`src/common/cptm_pkg.sv`:
```
// Package with constants, register map and enumerations of the counter block.
package cptm_pkg;
    localparam int unsigned DATA_W = 32;
    localparam logic [11:0] OFF_CTRL = 12'h000;
    localparam logic [11:0] OFF_STATUS = 12'h004;
    localparam logic [11:0] OFF_RESULT = 12'h008;
    localparam logic [11:0] OFF_DELAY = 12'h00c;
    localparam logic [11:0] OFF_HIGH = 12'h010;
    localparam logic [11:0] OFF_LOW = 12'h014;
    localparam logic [11:0] OFF_COUNT = 12'h018;
    localparam logic [11:0] OFF_START = 12'h01c;
    // Control field positions.
    localparam int unsigned CTL_MODE_LSB = 0;
    localparam int unsigned CTL_POL_A = 3;
    localparam int unsigned CTL_POL_B = 4;
    localparam int unsigned CTL_IDLE_HI = 5;
    localparam int unsigned CTL_EXT_TB = 6;
    localparam int unsigned CTL_MEAS_EN = 7;
    localparam int unsigned CTL_W = 8;
    // Status field positions.
    localparam int unsigned ST_VALID = 0;
    localparam int unsigned ST_BUSY = 1;
    localparam int unsigned ST_OVF = 2;
    localparam logic [DATA_W-1:0] RST_ZERO = 32'h0000_0000;
    localparam logic [DATA_W-1:0] RST_ONE = 32'h0000_0001;
    localparam logic [2:0] MODE_PERIOD = 3'h0;
    localparam logic [2:0] MODE_SEMI = 3'h1;
    localparam logic [2:0] MODE_WIDTH = 3'h2;
    localparam logic [2:0] MODE_TWOEDGE = 3'h3;
    typedef enum logic [1:0] {
        GEN_IDLE,
        GEN_DELAY,
        GEN_ACTIVE,
        GEN_REST
    } cptm_gen_t;
endpackage : cptm_pkg

```
`src/rtl/cptm_top.sv`:
```
// Counter with pulse and time measurement and pulse generation, APB slave.
`timescale 1ns/1ps
module cptm_top #(
    parameter int unsigned CNT_W = 32
) (
    input wire logic clock_i,
    input wire logic nrst_i,
    input wire logic psel_i,
    input wire logic penable_i,
    input wire logic pwrite_i,
    input wire logic [11:0] paddr_i,
    input wire logic [31:0] pwdata_i,
    output logic [31:0] prdata_o,
    output logic pready_o,
    output logic pslverr_o,
    input wire logic in_a_i,
    input wire logic in_b_i,
    input wire logic ext_tb_i,
    output logic ctr_out_o
);
    // Synchronisers: first stage feeds only the second.
    logic [2:0] sync1_ff, sync2_ff, prev_ff;
    always_ff @(posedge clock_i or negedge nrst_i) begin
        if (!nrst_i) begin
            sync1_ff <= 3'h0;
            sync2_ff <= 3'h0;
            prev_ff <= 3'h0;
        end else begin
            sync1_ff <= {ext_tb_i, in_b_i, in_a_i};
            sync2_ff <= sync1_ff;
            prev_ff <= sync2_ff;
        end
    end

    logic a_rise, a_fall, b_rise, b_fall, tb_rise;
    assign a_rise = sync2_ff[0] & ~prev_ff[0];
    assign a_fall = ~sync2_ff[0] & prev_ff[0];
    assign b_rise = sync2_ff[1] & ~prev_ff[1];
    assign b_fall = ~sync2_ff[1] & prev_ff[1];
    assign tb_rise = sync2_ff[2] & ~prev_ff[2];

    // Register file state.
    logic [cptm_pkg::CTL_W-1:0] ctrl_ff, nxt_ctrl;
    logic [31:0] delay_ff, nxt_delay, high_ff, nxt_high;
    logic [31:0] low_ff, nxt_low, count_ff, nxt_count;
    logic [31:0] prdata_ff, nxt_prdata;
    logic pready_ff, nxt_pready, pslverr_ff, nxt_pslverr;
    logic start_req, rd_result;
    logic [2:0] mode;
    logic tick;
    assign mode = ctrl_ff[cptm_pkg::CTL_MODE_LSB +: 3];
    // Selected timebase: every clock or external rising edge.
    assign tick = ctrl_ff[cptm_pkg::CTL_EXT_TB] ? tb_rise : 1'b1;

    // Measurement state.
    logic [CNT_W-1:0] mcnt_ff, nxt_mcnt, result_ff, nxt_result;
    logic valid_ff, nxt_valid, ovf_ff, nxt_ovf, armed_ff, nxt_armed;
    logic open_ev, close_ev;

    // Edge that opens and edge that closes the interval for each mode.
    always_comb begin
        logic pa, pb, ea, eb;
        pa = ctrl_ff[cptm_pkg::CTL_POL_A];
        pb = ctrl_ff[cptm_pkg::CTL_POL_B];
        ea = pa ? a_fall : a_rise;
        eb = pb ? b_fall : b_rise;
        open_ev = 1'b0;
        close_ev = 1'b0;
        unique case (mode)
            cptm_pkg::MODE_PERIOD: begin
                open_ev = ea;
                close_ev = ea;
            end
            cptm_pkg::MODE_SEMI: begin
                open_ev = a_rise | a_fall;
                close_ev = a_rise | a_fall;
            end
            cptm_pkg::MODE_WIDTH: begin
                open_ev = ea;
                close_ev = pa ? a_rise : a_fall;
            end
            cptm_pkg::MODE_TWOEDGE: begin
                open_ev = ea;
                close_ev = eb;
            end
            default: begin
                open_ev = 1'b0;
                close_ev = 1'b0;
            end
        endcase
    end

    // Tick counter with capture on the closing edge.
    always_comb begin
        nxt_mcnt = mcnt_ff;
        nxt_result = result_ff;
        nxt_armed = armed_ff;
        nxt_ovf = ovf_ff;
        nxt_valid = valid_ff;
        if (rd_result) begin
            nxt_valid = 1'b0;
            nxt_ovf = 1'b0;
        end
        if (!ctrl_ff[cptm_pkg::CTL_MEAS_EN]) begin
            nxt_armed = 1'b0;
            nxt_mcnt = '0;
        end else if (armed_ff && close_ev) begin
            // The tick on the closing edge still belongs to the interval.
            nxt_result = (tick && mcnt_ff != '1) ?
                CNT_W'(mcnt_ff + 1'b1) : mcnt_ff;
            nxt_mcnt = '0;
            nxt_ovf = ovf_ff | valid_ff;
            nxt_valid = 1'b1;
            nxt_armed = open_ev;
        end else if (open_ev && !armed_ff) begin
            nxt_armed = 1'b1;
            nxt_mcnt = '0;
        end else if (armed_ff && tick && mcnt_ff != '1) begin
            nxt_mcnt = mcnt_ff + 1'b1;
        end
    end

    always_ff @(posedge clock_i or negedge nrst_i) begin
        if (!nrst_i) begin
            mcnt_ff <= '0;
            result_ff <= '0;
            armed_ff <= 1'b0;
            ovf_ff <= 1'b0;
            valid_ff <= 1'b0;
        end else begin
            mcnt_ff <= nxt_mcnt;
            result_ff <= nxt_result;
            armed_ff <= nxt_armed;
            ovf_ff <= nxt_ovf;
            valid_ff <= nxt_valid;
        end
    end

    // Pulse generator state.
    cptm_pkg::cptm_gen_t gst_ff, nxt_gst;
    logic [31:0] gcnt_ff, nxt_gcnt, left_ff, nxt_left;
    logic out_ff, nxt_out, idle_hi;
    assign idle_hi = ctrl_ff[cptm_pkg::CTL_IDLE_HI];

    // Phase sequencer: one delay, then active and rest per pulse, no rest after the last.
    always_comb begin
        nxt_gst = gst_ff;
        nxt_gcnt = gcnt_ff;
        nxt_left = left_ff;
        nxt_out = idle_hi;
        unique case (gst_ff)
            cptm_pkg::GEN_IDLE: begin
                if (start_req) begin
                    nxt_gst = cptm_pkg::GEN_DELAY;
                    nxt_gcnt = delay_ff;
                    nxt_left = (count_ff == 32'h0) ? 32'h1 : count_ff;
                end
            end
            cptm_pkg::GEN_DELAY, cptm_pkg::GEN_REST: begin
                nxt_out = idle_hi;
                if (tick) begin
                    if (gcnt_ff <= 32'h1) begin
                        nxt_gst = cptm_pkg::GEN_ACTIVE;
                        nxt_gcnt = idle_hi ? low_ff : high_ff;
                        nxt_out = ~idle_hi;
                    end else begin
                        nxt_gcnt = gcnt_ff - 32'h1;
                    end
                end
            end
            cptm_pkg::GEN_ACTIVE: begin
                nxt_out = ~idle_hi;
                if (tick) begin
                    if (gcnt_ff <= 32'h1) begin
                        nxt_out = idle_hi;
                        if (left_ff <= 32'h1) begin
                            nxt_gst = cptm_pkg::GEN_IDLE;
                            nxt_left = 32'h0;
                        end else begin
                            nxt_gst = cptm_pkg::GEN_REST;
                            nxt_gcnt = idle_hi ? high_ff : low_ff;
                            nxt_left = left_ff - 32'h1;
                        end
                    end else begin
                        nxt_gcnt = gcnt_ff - 32'h1;
                    end
                end
            end
        endcase
    end

    always_ff @(posedge clock_i or negedge nrst_i) begin
        if (!nrst_i) begin
            gst_ff <= cptm_pkg::GEN_IDLE;
            gcnt_ff <= cptm_pkg::RST_ZERO;
            left_ff <= cptm_pkg::RST_ZERO;
            out_ff <= 1'b0;
        end else begin
            gst_ff <= nxt_gst;
            gcnt_ff <= nxt_gcnt;
            left_ff <= nxt_left;
            out_ff <= nxt_out;
        end
    end
    assign ctr_out_o = out_ff;

    // APB slave: access phase with one wait state, error on unmapped address.
    logic acc;
    assign acc = psel_i & penable_i & ~pready_ff;
    assign start_req = acc & pwrite_i & (paddr_i == cptm_pkg::OFF_START);
    assign rd_result = acc & ~pwrite_i & (paddr_i == cptm_pkg::OFF_RESULT);

    always_comb begin
        logic hit;
        hit = 1'b1;
        nxt_ctrl = ctrl_ff;
        nxt_delay = delay_ff;
        nxt_high = high_ff;
        nxt_low = low_ff;
        nxt_count = count_ff;
        nxt_prdata = prdata_ff;
        nxt_pready = acc;
        nxt_pslverr = 1'b0;
        if (acc) begin
            nxt_prdata = 32'h0;
            unique case (paddr_i)
                cptm_pkg::OFF_CTRL: begin
                    nxt_prdata = {24'h0, ctrl_ff};
                    if (pwrite_i) begin
                        nxt_ctrl = pwdata_i[cptm_pkg::CTL_W-1:0];
                    end
                end
                cptm_pkg::OFF_STATUS: begin
                    nxt_prdata[cptm_pkg::ST_VALID] = valid_ff;
                    nxt_prdata[cptm_pkg::ST_BUSY] =
                        gst_ff != cptm_pkg::GEN_IDLE;
                    nxt_prdata[cptm_pkg::ST_OVF] = ovf_ff;
                end
                cptm_pkg::OFF_RESULT: begin
                    nxt_prdata = 32'(result_ff);
                end
                cptm_pkg::OFF_DELAY: begin
                    nxt_prdata = delay_ff;
                    if (pwrite_i) begin
                        nxt_delay = pwdata_i;
                    end
                end
                cptm_pkg::OFF_HIGH: begin
                    nxt_prdata = high_ff;
                    if (pwrite_i) begin
                        nxt_high = pwdata_i;
                    end
                end
                cptm_pkg::OFF_LOW: begin
                    nxt_prdata = low_ff;
                    if (pwrite_i) begin
                        nxt_low = pwdata_i;
                    end
                end
                cptm_pkg::OFF_COUNT: begin
                    nxt_prdata = count_ff;
                    if (pwrite_i) begin
                        nxt_count = pwdata_i;
                    end
                end
                cptm_pkg::OFF_START: begin
                    nxt_prdata = 32'h0;
                end
                default: begin
                    hit = 1'b0;
                end
            endcase
            nxt_pslverr = ~hit;
        end
    end

    always_ff @(posedge clock_i or negedge nrst_i) begin
        if (!nrst_i) begin
            ctrl_ff <= '0;
            delay_ff <= cptm_pkg::RST_ONE;
            high_ff <= cptm_pkg::RST_ONE;
            low_ff <= cptm_pkg::RST_ONE;
            count_ff <= cptm_pkg::RST_ONE;
            prdata_ff <= cptm_pkg::RST_ZERO;
            pready_ff <= 1'b0;
            pslverr_ff <= 1'b0;
        end else begin
            ctrl_ff <= nxt_ctrl;
            delay_ff <= nxt_delay;
            high_ff <= nxt_high;
            low_ff <= nxt_low;
            count_ff <= nxt_count;
            prdata_ff <= nxt_prdata;
            pready_ff <= nxt_pready;
            pslverr_ff <= nxt_pslverr;
        end
    end
    assign prdata_o = prdata_ff;
    assign pready_o = pready_ff;
    assign pslverr_o = pslverr_ff;

    // Checks beside the logic.
    property p_idle_level;
        @(posedge clock_i) disable iff (!nrst_i)
        (gst_ff == cptm_pkg::GEN_IDLE && $past(gst_ff) ==
            cptm_pkg::GEN_IDLE) |-> out_ff == $past(idle_hi);
    endproperty
    a_idle_level: assert property (p_idle_level)
        else $error("Output not at idle level while idle.");

    property p_active_level;
        @(posedge clock_i) disable iff (!nrst_i)
        $past(gst_ff == cptm_pkg::GEN_ACTIVE && nxt_gst ==
            cptm_pkg::GEN_ACTIVE) |-> out_ff == ~idle_hi;
    endproperty
    a_active_level: assert property (p_active_level)
        else $error("Output not at active level in pulse.");

    property p_start_delay;
        @(posedge clock_i) disable iff (!nrst_i)
        (gst_ff == cptm_pkg::GEN_IDLE && start_req) |=>
            gst_ff == cptm_pkg::GEN_DELAY && gcnt_ff == $past(delay_ff);
    endproperty
    a_start_delay: assert property (p_start_delay)
        else $error("Start did not load the initial delay.");

    property p_capture;
        @(posedge clock_i) disable iff (!nrst_i)
        (ctrl_ff[cptm_pkg::CTL_MEAS_EN] && armed_ff && close_ev) |=>
            result_ff == (($past(tick) && $past(mcnt_ff) != '1) ?
            $past(mcnt_ff) + 1'b1 : $past(mcnt_ff)) && mcnt_ff == '0 &&
            valid_ff;
    endproperty
    a_capture: assert property (p_capture)
        else $error("Closing edge did not capture the count.");

    property p_count_tick;
        @(posedge clock_i) disable iff (!nrst_i)
        (ctrl_ff[cptm_pkg::CTL_MEAS_EN] && armed_ff && !close_ev &&
            !tick) |=> mcnt_ff == $past(mcnt_ff);
    endproperty
    a_count_tick: assert property (p_count_tick)
        else $error("Count moved without a timebase tick.");

    property p_apb_ready;
        @(posedge clock_i) disable iff (!nrst_i)
        (psel_i && penable_i && !pready_ff) |=> pready_ff ##1 !pready_ff;
    endproperty
    a_apb_ready: assert property (p_apb_ready)
        else $error("APB ready not given for exactly one cycle.");

    property p_train_end;
        @(posedge clock_i) disable iff (!nrst_i)
        (gst_ff == cptm_pkg::GEN_ACTIVE && tick && gcnt_ff <= 32'h1 &&
            left_ff > 32'h1) |=> gst_ff == cptm_pkg::GEN_REST;
    endproperty
    a_train_end: assert property (p_train_end)
        else $error("Train ended before its pulse count.");

    property p_sync;
        @(posedge clock_i) disable iff (!nrst_i)
        a_rise |-> $past(sync1_ff[0]) == 1'b1 &&
            $past(sync1_ff[0], 2) == 1'b0;
    endproperty
    a_sync: assert property (p_sync)
        else $error("Edge seen without passing the synchroniser.");
endmodule : cptm_top

```
`config.mk`:
```
export PLATFORM = sky130hd
export DESIGN_NAME = cptm_top
export DESIGN_NICKNAME = d
export VERILOG_FILES = /design/src/common/cptm_pkg.sv /design/src/rtl/cptm_top.sv
export SDC_FILE = /design/constraint.sdc
export NUM_CORES = 1
export LEC_CHECK = 0
export ABC_AREA = 1
export CAP_MARGIN = 20
export CELL_PAD_IN_SITES_DETAIL_PLACEMENT = 1
export CELL_PAD_IN_SITES_GLOBAL_PLACEMENT = 1
export CORE_MARGIN = 10
export CORE_UTILIZATION = 40
export DETAILED_ROUTE_END_ITERATION = 8
export DONT_BUFFER_PORTS = 1
export HOLD_SLACK_MARGIN = 0.02
export PLACE_DENSITY_LB_ADDON = 0.08
export SLEW_MARGIN = 30
export SYNTH_ARGS = -nofsm -noshare
export SYNTH_HDL_FRONTEND = slang
export SYNTH_SLANG_ARGS = --single-unit
export TNS_END_PERCENT = 5
```
`constraint.sdc`:
```
create_clock -name clock_i -period 3.1 [get_ports clock_i]
set_input_delay 0.31 -clock clock_i [delete_from_list [all_inputs] [get_ports clock_i]]
set_output_delay 0.31 -clock clock_i [all_outputs]
set_load 0.005 [all_outputs]
```
### Yosys cells after proc, flatten, opt, wreduce, memory -nomap -nowiden

Cells that the tools add are included.

* memory bits (read-only): 0
* memories: 0
* output and inout bits: 35
* register bits after elaboration: 313
* bits of input ports: 52
* word-level logic and storage cells: 145
* bits in latches: 0
* bits in writable memories: 0

* $lt $le $gt $ge: 2
* equal/unequal tests: 22
* divide/modulo/power cells: 0
* shift operators: 0
* reductions and logical operators: 24
* multiplexer cells: 52
* bitwise operators: 22
* $add $sub $neg: 3
* multipliers: 0

Operators by type and width (number)
* two-way mux 32 bit: 18
* one-hot mux 29 bit (6 select lines): 1
* one-hot mux 32 bit (3 select lines): 1
* less-or-equal comparator 32 x 1 -> 1 bit, second input constant: 2
* one-hot mux 32 bit (2 select lines): 1
* subtractor 32 x 1 -> 32 bit, second input constant: 2
* == test 12 x 5 -> 1 bit, second input constant: 4
* adder 32 x 1 -> 32 bit, second input constant: 1
* zero test 32 bit: 1
* inequality test 32 bit, second input constant: 1
* == test 12 x 4 -> 1 bit, second input constant: 2
* one-hot mux 3 bit (7 select lines): 1
* two-way mux 1 bit: 20
* AND reduction 3 bit: 5
* == test 12 x 3 -> 1 bit, second input constant: 1
* zero test 12 bit: 1
* two-way mux 2 bit: 6
* bitwise AND 1 bit: 11
* inequality test 2 bit, second input constant: 5
* NOT 1 bit: 9
* AND reduction 4 bit: 2
* OR reduction 8 bit: 1
* == test 3 x 2 -> 1 bit, second input constant: 2
* one-hot mux 2 bit (3 select lines): 1
* other kinds (18): 26

### Logic depth before layout (Yosys ltp)

Gate-level depths: netlist of run 1.

* depth after elaboration: 9
* depth in mapped cells: 13
* depth with buffers taken out: 12

### Worst setup path before layout of run 1

OpenSTA, ideal clock, no wires.

* kind: flip-flop to flip-flop
* from: reg gcnt_ff[0]
* to: reg gcnt_ff[10]
* stages on the path, launching flop included: 13
* setup time: 0.116 ns
* arrival: 1.730 ns
* data required time: 2.984 ns
* path buffers: 1
* setup slack: 1.254 ns
* cell sequence: dfrtp_1 -> inv_1 -> ha_1 -> nand2_2 -> nand2_1 -> nand3_1 -> nor2_4 -> nand3_2 -> nand2_4 -> inv_4 -> buf_4 -> nand2_1 -> nand2_1

* word-level cells in the longest chain between the ends: 4
* elaborated cells between the ends (all ways): 9

Ends and longest elaborated chain
* from (decl): RTL line cptm_top.sv:141 `logic [31:0] gcnt_ff, nxt_gcnt, left_ff, nxt_left;`
* from (signal assigned): RTL line cptm_top.sv:195 `gcnt_ff <= cptm_pkg::RST_ZERO;`
* from (signal assigned): RTL line cptm_top.sv:200 `gcnt_ff <= nxt_gcnt;`
* subtractor 32 x 1 -> 32 bit or less-or-equal comparator 32 x 1 -> 1 bit (tied branches)
* two-way mux 32 bit (on tied branches): RTL line cptm_top.sv:174, cptm_top.sv:162
* two-way mux 32 bit (on tied branches): RTL line cptm_top.sv:173, cptm_top.sv:161
* one-hot mux 32 bit (3 select lines): RTL line cptm_top.sv:151 `unique case (gst_ff)`

Several ways; a longest one is shown, not always the timed one. The select of a mux whose other input is x is not followed.
A chain may end at the register's enable or synchronous reset.

### Worst setup path after layout of run 1

* from: reg mcnt_ff[0]
* to: reg result_ff[2]

* word-level cells in the longest chain between the ends: 3
* elaborated cells between the ends (all ways): 4

Ends and longest elaborated chain
* from (decl): RTL line cptm_top.sv:56 `logic [CNT_W-1:0] mcnt_ff, nxt_mcnt, result_ff, nxt_result;`
* from (signal assigned): RTL line cptm_top.sv:131 `mcnt_ff <= nxt_mcnt;`
* parallel branches: the longest is 2 deep, another holds adder 32 x 1 -> 32 bit
* two-way mux 32 bit *: RTL line cptm_top.sv:109 `nxt_result = (tick && mcnt_ff != '1) ?`
* to (signal assigned): RTL line cptm_top.sv:132 `result_ff <= nxt_result;`
* to (decl): RTL line cptm_top.sv:56

Mark *: on every way between the ends.

==> results of run 1 <==
==> worst max path at each step <==
stage / start / end / slack [ns] / depth (start not counted)
final: mcnt_ff[0]$_DFFE_PN0P_ / result_ff[2]$_DFFE_PN0P_ / 0.49 / 11
after global routing: gcnt_ff[0]$_DFFE_PN0P_ / left_ff[6]$_DFFE_PN0P_ / 0.23 / 12
after CTS: mcnt_ff[0]$_DFFE_PN0P_ / mcnt_ff[3]$_DFFE_PN0P_ / 0.49 / 11
after detailed placement: paddr_i[11] / prdata_o[0]$_DFFE_PN0P_ / 0.42 / 12
after global placement: paddr_i[11] / prdata_o[2]$_DFFE_PN0P_ / 0.44 / 12
after floorplan: gcnt_ff[0]$_DFFE_PN0P_ / gcnt_ff[10]$_DFFE_PN0P_ / 1.25 / 12
==> where the power goes <==
part | leakage, nW | internal (mW) | total (mW) | switching, mW
Combinational | 5.20 | 1.57 | 5.09 | 3.51
Sequential | 4.27 | 4.42 | 4.81 | 0.389
Clock | 0.615 | 2.68 | 4.60 | 1.92
==> per-stage QoR <==
| step | worst slack [ns] | power [mW] |
|---|---|---|
| after floorplan | 1.25 | 8.51 |
| after global placement | 0.445 | 9.79 |
| after detailed placement | 0.424 | 9.91 |
| after CTS | 0.487 | 14.6 |
| after global routing | 0.226 | 15.5 |
| final | 0.493 | 14.5 |
==> critical path: cells and delay by family (launching register included) <==
kind / cells / cell delay, ns
adder cells (fa/ha/maj): 1 / 0.21
AO/OA/AOI/OAI: 1 / 0.24
flip-flops: 1 / 0.41
buffers and inverters: 1 / 0.49
AND/OR/NAND/NOR: 8 / 1.13
==> logic make-up after synthesis <==
family | count (synthesis) | synth area share
AO/OA/AOI/OAI | 413 | 0.118
XOR/XNOR | 56 | 0.0266
adder cells (fa/ha/maj) | 7 | 0.00475
buffers and inverters | 342 | 0.0759
flip-flops | 313 | 0.425
AND/OR/NAND/NOR | 1589 | 0.350
==> metal layers <==
| layer | GRT usage | up-vias |
|---|---|---|
| met5 | 0 | - |
| met4 | 0.0727 | 4 |
| met3 | 0.0471 | 128 |
| met2 | 0.413 | 282 |
| met1 | 0.314 | 8883 |
| li1 | - | 8556 |
==> cell usage after synthesis, types with 5 or more instances <==
master,number
a21oi_1,49
a31oi_1,5
buf_2,30
buf_4,10
buf_6,5
clkbuf_1,66
dfrtp_1,309
ha_1,7
inv_1,221
nand2_1,970
nand2_2,12
nand3_1,153
nand4_1,9
nor2_1,384
nor2_2,12
nor2_4,5
nor3_1,18
o21ai_0,262
o21ai_1,46
o21ai_2,5
o21bai_1,5
o22ai_1,31
or2_2,6
xnor2_1,8
xor2_1,48
==> area by class of cell <==
type                       count  area [um2]  area share
sequential                   313        7840       0.382
multi-input combinational   2065        9240       0.450
clock inverter                13         135     0.00658
tap                          600         751      0.0366
timing repair buffer          65         583      0.0284
clock buffer                  56        1120      0.0545
inverter                     228         860      0.0419
antenna                        2        5.00    0.000244
==> summary.txt, run 1 <==
Run status
  • Run status: complete, but fails checks
  • Failing checks: hold timing

Layout
  • Most frequent cells in the layout: nand2_1 (970), nor2_1 (383), dfrtp_1 (308)
  • Design Area, Final: 20500 um2
  • Final nets: 2771
  • Finished Layout Cells: 3342
  • Most common cell after layout, fill and taps aside: nand2_1
  • Post-layout util: 0.451
  • P&R area growth vs syn: 11.2%
  • Fill cells: 5930
  • Share of cells above drive strength 1: 0.0606

Synthesis
  • Synth cell types: 47
  • Yosys reg bits: 313
  • FFs w/ async S/R, synth: 1.00
  • Mapped Nets: 2779
  • Top-area cell type share of the netlist area: 0.419
  • Synth top area cells: dfrtp_1 (42%), nand2_1 (20%), nor2_1 (7.8%)
  • Yosys top cell by area: dfrtp_1
  • Cells after Synth: 2720
  • Number of synthesized flops with an enable pin: 0
  • Main synth FF type: dfrtp_1
  • Mean post-synth cell area: 6.78 um2
  • Syn. warnings: 0
  • Syn Std Cell Area: 18500 um2
  • Sequential area share after synthesis: 0.425

Clock tree
  • Clock Tree Buf Depth: 3
  • Post-cts resize count: 0
  • Cts hold-fix bufs: 28
  • Clk_lat worst skew: 0.58 ns
  • # clock sinks: 313
  • CTS buffer count: 39
  • Post-CTS Setup Inserts: 0
  • CTS tree: done
  • Root buf cell: clkbuf_16
  • Clock-pin slew on the worst setup and hold paths: 0.06 ns
  • Depth of the CTS H-tree: 2

Timing
  • Final setup violation count: 0
  • Crit path time final: 2.61 ns
  • Layout Skew: 0.0268 ns
  • Total Neg Setup Slack: 0 ns
  • Max_slew headroom: 0.313
  • Worst hold margin: -0.555 ns
  • Setup repair after global routing missed its margin: false
  • Achievable frequency: 384 MHz
  • Max-slew violation count: 0
  • Worst-margin pin slew: 1.03 ns
  • Final Hold Viols: 311
  • Fin crit share: 0.841

Setup path
  • Crit-path cells: ha_1, nand2_1, nor2_2, nand2_1, nor2_2, nand2_1, nand2_2, buf_4, nor2_1, o21ai_1, nand2_1
  • Reg2reg start: mcnt_ff[0]$_DFFE_PN0P_
  • CP arrival: 3.06 ns
  • CP most frequent cell: nand2_1
  • Worst setup EP type: flop
  • Worst-path fanout max: 51
  • Critical Path RT: 3.56 ns
  • Critical path's slowest cell: buf_4
  • Setup Crit Path Kind: reg2reg
  • CP Launch Type: flop
  • Reg2Reg Depth: 11
  • RR Endpoint: result_ff[2]$_DFFE_PN0P_
  • Max stage delay on crit path: 0.49 ns
  • Reg2reg setup slack: 0.49 ns

Drt
  • Post-route ant nets: 0
  • DRT iter0 DRCs: 960
  • DR top layer: met5
  • Wl on met1: 30900 um
  • Met3 wire length: 3020 um
  • Total Routed Length: 68800 um
  • Met2 wire length: 32900 um
  • DRC: 0
  • DR pass1 iterations: 5
  • Drt via density: 5.34
  • Avg WL per Cell: 20.6 um
  • Via count: 17900

Die
  • Initial Util: 0.406
  • Height of the die: 235 um
  • Std-Cell Rows: 78
  • Core area: 45500 um2
  • Full die area: 55100 um2
  • Die X: 235 um
  • Ports: 87

Global route
  • Initial antenna violation count: 3
  • Vias in the first global route: 18600
  • First-pass GRT wire length: 109000 um
  • Pin count of the biggest net entering global routing: 314
  • Gr ovfl total: 0
  • Total GRT Usage: 0.246

Place
  • GPL Wtd Cong: 0.931
  • Detailed placement HPWL: 49000 um
  • Port Buffers: 0
  • Placed cell count: 3243
  • Placed cell areas: 19000 um2

Power
  • P per Cell Area: 706 nW/um2
  • Worst vdd ir: 542 uV
  • Leakage: 10.1 nW

Min path
  • Min-Delay Path Class: in2async

Job
  • Count of max-cap constraint violations: 0
Note: power is estimated with default switching activity, not from simulation.
==> run 2: changes to the inputs <==
clock period = 2.7 ns   (was 3.1 ns; I/O delays follow)
==> summary.txt, run 2 (same netlist as run 1, synthesis figures left out) <==
Setup path
  • Setup Crit Path Kind: reg2reg
  • Worst setup EP type: flop
  • CP Launch Type: flop
  • Critical Path RT: 3.14 ns
  • CP arrival: 2.88 ns
  • Reg2Reg Depth: 12
  • Worst-path fanout max: 19

Power
  • Comb power frac: 0.356
  • Sw frac: 0.401
  • Internal power: 10.2 mW
  • Seq pwr share: 0.326
  • Leakage: 10.2 nW
  • Total power: 17.0 mW
  • P per Cell Area: 817 nW/um2
  • Sw power: 6.81 mW
  • Worst vdd ir: 542 uV
  • Clock network power share: 0.319

Clock tree
  • CTS buffer count: 40
  • Clk_lat worst skew: 0.57 ns
  • # clock sinks: 313
  • Clock-pin slew on the worst setup and hold paths: 0.06 ns
  • Root buf cell: clkbuf_16
  • CTS tree: done
  • Post-CTS Setup Inserts: 0
  • Depth of the CTS H-tree: 2
  • Clock Tree Buf Depth: 3
  • Cts hold-fix bufs: 34

Timing
  • Fin crit share: 0.904
  • Total Neg Setup Slack: 0 ns
  • Final setup violation count: 0
  • Final Hold Viols: 313
  • Setup repair after global routing missed its margin: false
  • Worst-margin pin slew: 0.890 ns
  • Worst hold margin: -0.598 ns
  • Layout Skew: 0.0179 ns
  • Achievable frequency: 410 MHz
  • Crit path time final: 2.44 ns
  • Max_slew headroom: 0.404
  • Max-slew violation count: 0

Min path
  • Min-Delay Path Class: in2async

Drt
  • Via count: 18100
  • Drt via density: 5.37
  • DRT iter0 DRCs: 1341
  • Avg WL per Cell: 20.9 um
  • Post-route ant nets: 0
  • DR pass1 iterations: 7
  • Total Routed Length: 70200 um
  • DRC: 0

Run status
  • Run status: complete, but fails checks
  • Failing checks: hold timing

Die
  • Initial Util: 0.406
  • Ports: 87
  • Height of the die: 235 um
  • Std-Cell Rows: 78
  • Die X: 235 um
  • Core area: 45500 um2
  • Full die area: 55100 um2

Place
  • Detailed placement HPWL: 50500 um
  • Port Buffers: 0
  • GPL Wtd Cong: 0.968

Layout
  • Final nets: 2794
  • Most common cell after layout, fill and taps aside: nand2_1
  • Area of the multi-input gates: 9230 um2
  • Fill cells: 5888
  • Most frequent cells in the layout: nand2_1 (970), nor2_1 (383), dfrtp_1 (308)
  • Share of cells above drive strength 1: 0.0658
  • Sequential cell area: 7840 um2
  • P&R area growth vs syn: 12.7%
  • Post-layout util: 0.457

Global route
  • Initial antenna violation count: 4
  • Pin count of the biggest net entering global routing: 314
  • First-pass GRT wire length: 110000 um
  • Total GRT Usage: 0.250
  • Vias in the first global route: 18800
  • Gr ovfl total: 0

Job
  • Count of max-cap constraint violations: 0
-- run 2: cell count changes in the layout (fill, tap and decap cells not counted), moves of 2 or more --
cell and delta:
buf_4 +13, dlygate4sd3_1 +6, buf_12 +3, clkbuf_8 +2, clkinvlp_4 -2, inv_6 -2
-- run 2: area by class of cell --
cell class,count,area share
Multi-Input combinational cell,2065,0.444
Antenna cell,2,0.000241
Tap cell,600,0.0361
Clock buffer,60,0.0566
Clock inverter,11,0.00614
Timing Repair Buffer,87,0.0385
Inverter,228,0.0414
Sequential cell,313,0.377
-- run 2: worst max-delay path, stage by stage, from the launching register on --
cell     delay [ns]
dfrtp_1        0.40
inv_1          0.12
ha_1           0.27
nand2_2        0.12
nand2_1        0.08
nand3_1        0.12
nor2_4         0.22
buf_4          0.32
nor2_1         0.24
nor2_1         0.16
nand2_1        0.11
nand2_1        0.07
o21ai_0        0.08
-- run 2: per-layer routing --
| layer | vias to the layer above | wire length, um | global-route usage |
|---|---|---|---|
| met5 | - | 87 | 0.00890 |
| met4 | 6 | 2290 | 0.0926 |
| met1 | 8964 | 31400 | 0.325 |
| met3 | 135 | 3000 | 0.0357 |
| li1 | 8606 | - | - |
| met2 | 359 | 33400 | 0.415 |
-- run 2: final timing paths --
check | start | endpoint | slack, ns
max | gcnt_ff[0]$_DFFE_PN0P_ | gst_ff[1]$_DFFE_PN0P_ | 0.26
min | nrst_i | left_ff[6]$_DFFE_PN0P_ | -0.60
max in group asynchronous | nrst_i | ctrl_ff[0]$_DFFE_PN0P_ | 2.63
max reg2reg | gcnt_ff[0]$_DFFE_PN0P_ | gst_ff[1]$_DFFE_PN0P_ | 0.26
min in group clock_i | pwrite_i | ovf_ff$_DFF_PN0_ | 0.06
min reg2reg | sync1_ff[2]$_DFF_PN0_ | sync2_ff[2]$_DFF_PN0_ | 0.35
-- run 2: power groups by stage --
stage,registers [mW],clock network [mW],logic [mW]
6_report,5.53,5.41,6.04
5_1_grt,5.59,5.72,6.80
4_1_cts,5.52,5.54,6.03
3_5_place_dp,5.60,0,5.94
3_3_place_gp,5.58,0,5.79
2_1_floorplan,5.46,0,4.31
-- run 2: metrics by stage --
stage | std cells | instance area, um2 | worst slack (ns)
global placement | 3259 | 19100 | 0.312
global route | 3365 | 20800 | 0.0168
floorplan | 2720 | 18500 | 0.854
CTS | 3364 | 20800 | 0.211
finish | 3366 | 20800 | 0.259
detailed placement | 3259 | 19100 | 0.219
-- run 2: timing repair --
action | 4_1_cts | 5_1_grt
hold endpoints to repair | 429 | 313
setup endpoints to repair | 0 | 10
gates resized for setup | 0 | 1
